[src/flash_host_pkg.sv]
// constants for the parallel flash status host controller
package flash_host_pkg;
	// apb register offsets
	localparam logic [7:0] ADDR_OFS = 8'h00;
	localparam logic [7:0] WDATA_OFS = 8'h04;
	localparam logic [7:0] GO_OFS = 8'h08;
	localparam logic [7:0] RDATA_OFS = 8'h0C;
	localparam logic [7:0] STAT_OFS = 8'h10;
	localparam logic [7:0] CTRL_OFS = 8'h14;
	// go register fields
	localparam int GO_WRITE_BIT = 0;
	localparam int GO_READ_BIT = 1;
	localparam int GO_RESET_BIT = 2;
	// ctrl register fields
	localparam int CTRL_AUTOCLR_BIT = 0;
	localparam logic CTRL_AUTOCLR_RST = 1'b0;
	// status byte fields
	localparam int READY_BIT = 7;
	localparam int ERASE_SUSP_BIT = 6;
	localparam int ERASE_ERR_BIT = 5;
	localparam int PROG_ERR_BIT = 4;
	localparam int SUPPLY_LOW_BIT = 3;
	localparam int PROG_SUSP_BIT = 2;
	localparam int LOCKED_BIT = 1;
	localparam logic [7:0] RESERVED_MASK = 8'hFE;
	localparam logic [7:0] SEQ_ERR_MASK = 8'h3A;
	localparam logic [7:0] STAT_RST = 8'h00;
	// timing
	localparam int CLK_PERIOD_NS = 25;
	localparam int STROBE_NS = 100;
	localparam int STROBE_CYC = (STROBE_NS + CLK_PERIOD_NS - 1) / CLK_PERIOD_NS;
	localparam int RESET_NS = 500;
	localparam int RESET_CYC = (RESET_NS + CLK_PERIOD_NS - 1) / CLK_PERIOD_NS;
	localparam int SYNC_STAGES = 2;
	localparam logic [15:0] DATA_RST = 16'h0000;
endpackage

[src/pin_sync.sv]
// two-stage synchroniser for the flash data inputs
`timescale 1ns/1ps
module pin_sync #(
	parameter int WIDTH = 16
) (
	input wire logic core_clk,
	input wire logic sys_rst,
	input wire logic clk_en,
	input wire logic [WIDTH-1:0] async_in,
	output logic [WIDTH-1:0] sync_out
);
	if (WIDTH < 1) begin : g_bad_width
		$error("pin_sync: width must be at least one");
	end

	// ==========================================
	// per-bit flop pair
	genvar i;
	generate
		for (i = 0; i < WIDTH; i++) begin : g_bit
			logic meta_ff;
			logic sync_ff;
			always_ff @(posedge core_clk or posedge sys_rst) begin
				if (sys_rst) begin
					meta_ff <= 1'b0;
					sync_ff <= 1'b0;
				end else if (clk_en) begin
					meta_ff <= async_in[i];
					sync_ff <= meta_ff;
				end
			end
			assign sync_out[i] = sync_ff;
		end
	endgenerate
endmodule

[src/flash_status_host.sv]
// host controller driving flash pins, with apb registers for software
//
// Decided for this implementation: the APB interface to the registers and the register offsets.
`timescale 1ns/1ps
module flash_status_host
	import flash_host_pkg::*;
#(
	parameter int STROBE_CYCLES = STROBE_CYC,
	parameter int RESET_CYCLES = RESET_CYC,
	parameter logic [7:0] STATUS_READ_CMD = 8'h70,
	parameter logic [7:0] STATUS_CLEAR_CMD = 8'h50,
	parameter logic [7:0] ARRAY_READ_CMD = 8'hFF,
	parameter logic [7:0] PROGRAM_CMD = 8'h40,
	parameter logic [7:0] ERASE_CMD = 8'h20
) (
	input wire logic core_clk,
	input wire logic sys_rst,
	input wire logic clk_en,
	input wire logic psel,
	input wire logic penable,
	input wire logic pwrite,
	input wire logic [7:0] paddr,
	input wire logic [31:0] pwdata,
	output logic [31:0] prdata,
	output logic pready,
	output logic pslverr,
	output logic flash_ce_n,
	output logic flash_oe_n,
	output logic flash_we_n,
	output logic flash_rst_n,
	output logic [20:0] flash_addr,
	output logic [15:0] dq_out,
	output logic dq_oe,
	input wire logic [15:0] dq_in
);
	// ==========================================
	// parameter checks
	if (STROBE_CYCLES < 1 || STROBE_CYCLES > 200 || RESET_CYCLES < 1 || RESET_CYCLES > 60000) begin : g_bad_timing
		$error("flash_status_host: timing parameter out of range");
	end

	localparam logic [15:0] STROBE_LEN = 16'(STROBE_CYCLES);
	localparam logic [15:0] READ_LEN = 16'(STROBE_CYCLES + SYNC_STAGES);
	localparam logic [15:0] RESET_LEN = 16'(RESET_CYCLES);

	typedef enum logic [2:0] {IDLE, W_SETUP, W_PULSE, W_HOLD, R_PULSE, GAP, RST_PULSE} fsm_e;

	typedef struct packed {
		fsm_e fsm;
		logic [15:0] cnt;
		logic [20:0] addr;
		logic [15:0] wdata;
		logic [15:0] rdata;
		logic [7:0] stat;
		logic status_mode;
		logic upper_nz;
		logic auto_clr;
		logic pend;
		logic ce_n;
		logic oe_n;
		logic we_n;
		logic rst_n;
		logic dq_oe;
		logic [15:0] dq_out;
		logic [20:0] addr_out;
		logic pready;
		logic pslverr;
		logic [31:0] prdata;
	} state_s;

	state_s st_ff;
	state_s nxt_st;
	logic [15:0] dq_sync;
	logic busy;
	logic acc;
	logic is_status_read;

	// ==========================================
	// data input synchroniser
	pin_sync #(.WIDTH(16)) u_sync (
		.core_clk(core_clk),
		.sys_rst(sys_rst),
		.clk_en(clk_en),
		.async_in(dq_in),
		.sync_out(dq_sync)
	);

	assign busy = (st_ff.fsm != IDLE) || st_ff.pend;
	assign acc = psel && penable && !st_ff.pready;

	// ==========================================
	// next state
	always_comb begin
		nxt_st = st_ff;
		nxt_st.pready = acc;
		nxt_st.pslverr = 1'b0;
		is_status_read = 1'b0;
		// apb access, taken one cycle into the access phase
		if (acc) begin
			nxt_st.prdata = 32'h0000_0000;
			case (paddr)
				ADDR_OFS: begin
					nxt_st.prdata = {11'h000, st_ff.addr};
					if (pwrite && !busy) begin
						nxt_st.addr = pwdata[20:0];
					end
				end
				WDATA_OFS: begin
					nxt_st.prdata = {16'h0000, st_ff.wdata};
					if (pwrite && !busy) begin
						nxt_st.wdata = pwdata[15:0];
					end
				end
				GO_OFS: begin
					nxt_st.prdata = {31'h0000_0000, busy};
					if (pwrite) begin
						if (busy) begin
							nxt_st.pslverr = 1'b1;
						end else if (pwdata[GO_RESET_BIT]) begin
							nxt_st.fsm = RST_PULSE;
							nxt_st.cnt = RESET_LEN;
							nxt_st.rst_n = 1'b0;
						end else if (pwdata[GO_WRITE_BIT]) begin
							// optional status clear ahead of program or erase
							if (st_ff.auto_clr && (st_ff.wdata[7:0] == PROGRAM_CMD || st_ff.wdata[7:0] == ERASE_CMD)) begin
								nxt_st.pend = 1'b1;
							end
							nxt_st.fsm = W_SETUP;
						end else if (pwdata[GO_READ_BIT]) begin
							nxt_st.fsm = R_PULSE;
							nxt_st.cnt = READ_LEN;
							nxt_st.ce_n = 1'b0;
							nxt_st.oe_n = 1'b0;
							nxt_st.addr_out = st_ff.addr;
						end
					end
				end
				RDATA_OFS: nxt_st.prdata = {16'h0000, st_ff.rdata};
				STAT_OFS: begin
					nxt_st.prdata = {16'h0000, st_ff.stat & RESERVED_MASK, 4'h0,
						((st_ff.stat & SEQ_ERR_MASK) == SEQ_ERR_MASK), st_ff.upper_nz, st_ff.status_mode, busy};
				end
				CTRL_OFS: begin
					nxt_st.prdata = {31'h0000_0000, st_ff.auto_clr};
					if (pwrite) begin
						nxt_st.auto_clr = pwdata[CTRL_AUTOCLR_BIT];
					end
				end
				default: nxt_st.pslverr = 1'b1;
			endcase
		end
		// flash bus sequencer
		case (st_ff.fsm)
			IDLE: ;
			W_SETUP: begin
				// select low, drive high, data and address driven
				nxt_st.fsm = W_PULSE;
				nxt_st.cnt = STROBE_LEN;
				nxt_st.ce_n = 1'b0;
				nxt_st.oe_n = 1'b1;
				nxt_st.dq_oe = 1'b1;
				nxt_st.addr_out = st_ff.addr;
				nxt_st.dq_out = st_ff.pend ? {8'h00, STATUS_CLEAR_CMD} : st_ff.wdata;
			end
			W_PULSE: begin
				nxt_st.we_n = 1'b0;
				nxt_st.cnt = st_ff.cnt - 16'h0001;
				if (st_ff.cnt == 16'h0001) begin
					nxt_st.fsm = W_HOLD;
				end
			end
			W_HOLD: begin
				// rising write strobe latches, select released a cycle later
				nxt_st.we_n = 1'b1;
				nxt_st.fsm = GAP;
				nxt_st.status_mode = (st_ff.dq_out[7:0] == STATUS_READ_CMD);
			end
			R_PULSE: begin
				nxt_st.cnt = st_ff.cnt - 16'h0001;
				if (st_ff.cnt == 16'h0001) begin
					nxt_st.fsm = GAP;
					nxt_st.rdata = dq_sync;
					is_status_read = st_ff.status_mode;
				end
			end
			GAP: begin
				// select and drive both high for a cycle before any next access
				nxt_st.ce_n = 1'b1;
				nxt_st.oe_n = 1'b1;
				nxt_st.dq_oe = 1'b0;
				if (st_ff.ce_n) begin
					if (st_ff.pend) begin
						nxt_st.pend = 1'b0;
						nxt_st.fsm = W_SETUP;
					end else begin
						nxt_st.fsm = IDLE;
					end
				end
			end
			RST_PULSE: begin
				nxt_st.cnt = st_ff.cnt - 16'h0001;
				if (st_ff.cnt == 16'h0001) begin
					nxt_st.rst_n = 1'b1;
					nxt_st.fsm = IDLE;
					nxt_st.status_mode = 1'b0;
					nxt_st.stat = STAT_RST;
				end
			end
			default: nxt_st.fsm = IDLE;
		endcase
		if (is_status_read) begin
			nxt_st.stat = dq_sync[7:0];
			nxt_st.upper_nz = (dq_sync[15:8] != 8'h00);
		end
	end

	// ==========================================
	// state register
	always_ff @(posedge core_clk or posedge sys_rst) begin
		if (sys_rst) begin
			st_ff <= '{fsm: IDLE, cnt: 16'h0000, addr: 21'h00_0000, wdata: DATA_RST, rdata: DATA_RST,
				stat: STAT_RST, status_mode: 1'b0, upper_nz: 1'b0, auto_clr: CTRL_AUTOCLR_RST, pend: 1'b0,
				ce_n: 1'b1, oe_n: 1'b1, we_n: 1'b1, rst_n: 1'b1, dq_oe: 1'b0, dq_out: DATA_RST,
				addr_out: 21'h00_0000, pready: 1'b0, pslverr: 1'b0, prdata: 32'h0000_0000};
		end else if (clk_en) begin
			st_ff <= nxt_st;
		end
	end

	assign prdata = st_ff.prdata;
	assign pready = st_ff.pready;
	assign pslverr = st_ff.pslverr;
	assign flash_ce_n = st_ff.ce_n;
	assign flash_oe_n = st_ff.oe_n;
	assign flash_we_n = st_ff.we_n;
	assign flash_rst_n = st_ff.rst_n;
	assign flash_addr = st_ff.addr_out;
	assign dq_out = st_ff.dq_out;
	assign dq_oe = st_ff.dq_oe;

	// ==========================================
	// assertions
	write_drive_off_a: assert property (@(posedge core_clk) disable iff (sys_rst)
		!flash_we_n |-> (!flash_ce_n && flash_oe_n && dq_oe))
		else $error("write strobe low without select, drive high and data");
	we_data_hold_a: assert property (@(posedge core_clk) disable iff (sys_rst)
		(clk_en && $rose(flash_we_n)) |-> ($stable(dq_out) && $stable(flash_addr) && !flash_ce_n))
		else $error("data or address moved on write strobe release");
	read_toggle_a: assert property (@(posedge core_clk) disable iff (sys_rst)
		(clk_en && $rose(flash_oe_n)) |=> flash_ce_n || !clk_en)
		else $error("select not toggled after a read");
	read_gap_a: assert property (@(posedge core_clk) disable iff (sys_rst)
		(clk_en && st_ff.fsm == GAP && st_ff.ce_n) |-> (flash_oe_n && flash_we_n))
		else $error("strobes not all high in gap");
	mode_track_a: assert property (@(posedge core_clk) disable iff (sys_rst)
		(clk_en && st_ff.fsm == W_HOLD && st_ff.dq_out[7:0] == ARRAY_READ_CMD) |=> !st_ff.status_mode)
		else $error("status mode kept after array read command");
	mask_bit_a: assert property (@(posedge core_clk) disable iff (sys_rst)
		(pready && $past(paddr) == STAT_OFS && $past(psel)) |-> !prdata[8])
		else $error("reserved status bit not masked");
	preclear_a: assert property (@(posedge core_clk) disable iff (sys_rst)
		(clk_en && st_ff.fsm == W_SETUP && st_ff.pend) |=> (dq_out[7:0] == STATUS_CLEAR_CMD))
		else $error("status clear not issued first");

	cov_write_c: cover property (@(posedge core_clk) disable iff (sys_rst) $rose(flash_we_n));
	cov_status_c: cover property (@(posedge core_clk) disable iff (sys_rst) is_status_read && clk_en);
	cov_preclear_c: cover property (@(posedge core_clk) disable iff (sys_rst) st_ff.pend && st_ff.fsm == GAP);
	cov_reset_c: cover property (@(posedge core_clk) disable iff (sys_rst) $rose(flash_rst_n));
endmodule

[config.mk]
export PLATFORM = sky130hd
export DESIGN_NAME = flash_status_host
export DESIGN_NICKNAME = d
export VERILOG_FILES = /design/src/flash_host_pkg.sv /design/src/pin_sync.sv /design/src/flash_status_host.sv
export SDC_FILE = /design/constraint.sdc
export NUM_CORES = 1
export LEC_CHECK = 0
export BUFFER_PORTS_ARGS = -buffer_cell sky130_fd_sc_hd__buf_2
export CORE_MARGIN = 2
export CORE_UTILIZATION = 41
export CTS_CLUSTER_SIZE = 25
export DETAILED_ROUTE_END_ITERATION = 10
export PLACE_DENSITY = 0.7
export SKIP_LAST_GASP = 1
export SLEW_MARGIN = 30
export SYNTH_ARGS = -nofsm -noshare
export SYNTH_HDL_FRONTEND = slang
export SYNTH_HIERARCHICAL = 1
export SYNTH_SLANG_ARGS = --single-unit
[constraint.sdc]
create_clock -name core_clk -period 4.8 [get_ports core_clk]
set_input_delay 0.96 -clock core_clk [delete_from_list [all_inputs] [get_ports core_clk]]
set_output_delay 0.96 -clock core_clk [all_outputs]
set_load 0.02 [all_outputs]
==> flow_summary.toml <==
[outcome]
status = "finished clean"

[synthesis]
yosys_warnings = 6
post-synth-top-area-fraction_pct = 50.09
async_reset_ff_share_pct = 100.0
synth.avg_cell_area_um2 = 11.61
synth_top_area_cell = "dfrtp_1"
netlist_area_mm2 = 0.008792
ys_types = 71
synth_seq_cells = 180
synth_ff_type = "dfrtp_1"
postSynthCellCount = 757
synth_area_leaders = "dfrtp_1, mux2_2, buf_4"
ys_seq_area_share_pct = 51.29
synth_edf_count = 0

[setup_path]
crit_arrival_ns = 3.34
worstSetupStartpointType = "input port"
critical-path-top-delay-family = "simple AND/OR/NAND/NOR gates"
worst-path-buf-inv = 2
slowest_stage = "or4_4"
cp_max_fo = 11
cp_slowest_stage_delay_ns = 0.56
crit_chain = "buf_2, or4_4, nor3_2, and3b_1, and2_1, buf_4, mux2_1"
end_kind = "flip-flop"
criticalPathCategory = "input port to flip-flop"
cp.required_ns = 5.10

[sta]
tightestPinTransition_ns = 0.8635
fin_skew_ns = 0.01036
maxSlewViolCount = 0
maxSlewHeadroom_pct = 42.43
max_freq_mhz = 328.9
final.min_clock_period_ns = 3.040
rsz0062_at_grt = "no"
fin_crit_sh_pct = 63.33
setup_viol = 0
report.final.hold_viol_count = 0
setup_tns_ns = 0
finalWorstSetupSlack_ns = 1.760

[power]
switchingPower_mw = 1.074
share_seq_of_total_power_pct = 48.2
power_density_mw_per_mm2 = 393.3
p_sw_share_pct = 28.63
comb_power_share_pct = 15.7
p_int_mw = 2.676
ir_drop_uv = 250.4
power.leakage_nw = 4.647
p_clk_share_pct = 36.1

[clock_tree]
numCtsBuffers = 17
cts_max_level = 4
cts_resized = 0
cts_sinks = 180
cts_tree = "built"
post_cts_buffers = 0
clock_path_buffers = 2
clk_latency_ns = 0.43
clk_pin_slew_ns = 0.06
postCtsHoldBufs = 0
clock-root-buffer = "clkbuf_16"

[global_routing]
grt_pass1_vias = 5556
grt_use_met1_pct = 23.61
grt_usage_pct = 17.92
met2_usage_pct = 28.57
busiest_layer = "met2"
grt_max_degree = 115
grt_use_met3_pct = 3.909
antenna_found_initial = 2
grt_pass1_wl_um = 30920
gr-total-overflow = 0

[flow_run]
maxCapViolations = 0

[placed_design]
gp_congestion = 0.8566
dp_hpwl_um = 14120
io_buffers = 115
post-place-ws_ns = 1.376

[die]
die_area_mm2 = 0.02263
core_area_mm2 = 0.02102
io_pins = 138
die_y_um = 150.4
fp-row-count = 53
die_w_um = 150.4
initial_utilization_pct = 41.82

[route]
routed-via-count = 5687
routed_wl_um = 19800
drtIter0Drc = 550
drt_pass1_iterations = 5
routedWlPerCell_um = 18.38
ant_nets = 0
vias_per_cell = 5.280
drc = 0

[layout]
drive_above_1_share_pct = 34.25
fillers = 1881
nets = 852
area_growth_pct = 8.425

[worst_hold_path]
hp-class = "flip-flop to flip-flop"
[Yosys cell counts, drive strengths merged, types with 5 or more instances]
master and n:
or3 6, buf 104, nor2b 5, a21oi 13, nand2b 6, or4 11
a22o 7, nor3 10, inv 8, nor2 14, dfrtp 176, a22oi 10
clkbuf 19, nand3 17, nor4 8, o31ai 7, mux2i 10, nand2 81
o21ai 61, a222oi 5, mux2 109
[metrics by stage]
step	hold WS [ns]	util, %	instances	cell area (um2)	total power, mW
floorplan	0.4400	-	767	8833	2.298
global placement	0.4490	42.62	1044	8960	2.400
detailed placement	0.4517	42.62	1044	8960	2.420
CTS	0.4605	45.32	1075	9528	3.769
global route	0.4863	45.35	1077	9533	3.928
finish	0.4598	45.35	1077	9533	3.749
[flip-flops by register name, summed over array words and instances (netlist names), 16 cells and up]
register              cells
prdata                   21
flash_addr               21
u_sync/g_bit.sync_ff     16
dq_out                   16
st_ff                    83
u_sync/g_bit.meta_ff     16
[placed cells by master, fill, tap and decap left out, drive strengths merged, types with 7 or more instances in the layout]
cell	n
a22o	7
conb	11
nand2	81
o31ai	7
a22oi	10
nor2	14
nor4	8
mux2i	10
nor3	10
inv	8
a21oi	13
buf	125
nand3	17
dfrtp	176
or4	11
clkbuf	22
o21ai	61
mux2	109
[metal layers]
layer	vias to the layer above	wire, um
met5	-	0
met4	0	605
li1	2683	-
met3	42	889
met1	2781	8724
met2	181	9575
[tightest hold or removal path, stage by stage (launching register included)]
cell	delay, ns
dfstp_2	0.37
nand2_1	0.05
nand2_1	0.04
[power groups by stage]
stage / clock (mW) / sequential, mW / combinational (mW)
2_1_floorplan: 0 / 1.77 / 0.524
3_3_place_gp: 0 / 1.83 / 0.575
3_5_place_dp: 0 / 1.83 / 0.588
4_1_cts: 1.37 / 1.81 / 0.590
5_1_grt: 1.44 / 1.83 / 0.659
6_report: 1.35 / 1.81 / 0.588
[cell type report]
class / count / area, um2 / area share (%)
clock buffers: 22 / 464.2 / 4.869
clock inverters: 9 / 103.9 / 1.089
repair buffers: 125 / 663.1 / 6.956
diodes: 2 / 5.005 / 0.05250
well taps: 275 / 344.1 / 3.609
flip-flops and latches: 180 / 4509 / 47.30
multi-input cells: 454 / 3402 / 35.69
inverters: 10 / 41.29 / 0.4331
[worst paths after layout]
| path | slack [ns] | from | cells after the start | end |
|---|---|---|---|---|
| max in group asynchronous | 3.06 | sys_rst | 3 | flash_addr[17] |
| max reg2reg | 2.13 | st_ff[157] | 5 | st_ff[155] |
| min | 0.46 | flash_we_n | 2 | flash_we_n |
| min reg2reg | 0.46 | flash_we_n | 2 | flash_we_n |
| max | 1.76 | paddr[5] | 7 | st_ff[109] |
| min in group asynchronous | 0.64 | sys_rst | 2 | u_sync/g_bit[13].sync_ff |
[kinds of logic (layout without fill, tap and decap cells)]
group / after synthesis / count (layout) / synth area share [%]
AND/OR/NAND/NOR: 187 / 187 / 11.68
flip-flops: 180 / 180 / 51.29
AO/OA/AOI/OAI: 134 / 134 / 9.734
buffers and inverters: 133 / 166 / 10.49
multiplexers: 119 / 119 / 16.38
adder cells (fa/ha/maj): 2 / 2 / 0.2846
other: 1 / 13 / 0.04265
XOR/XNOR: 1 / 1 / 0.09963
Power figures use the tool's default switching activity.
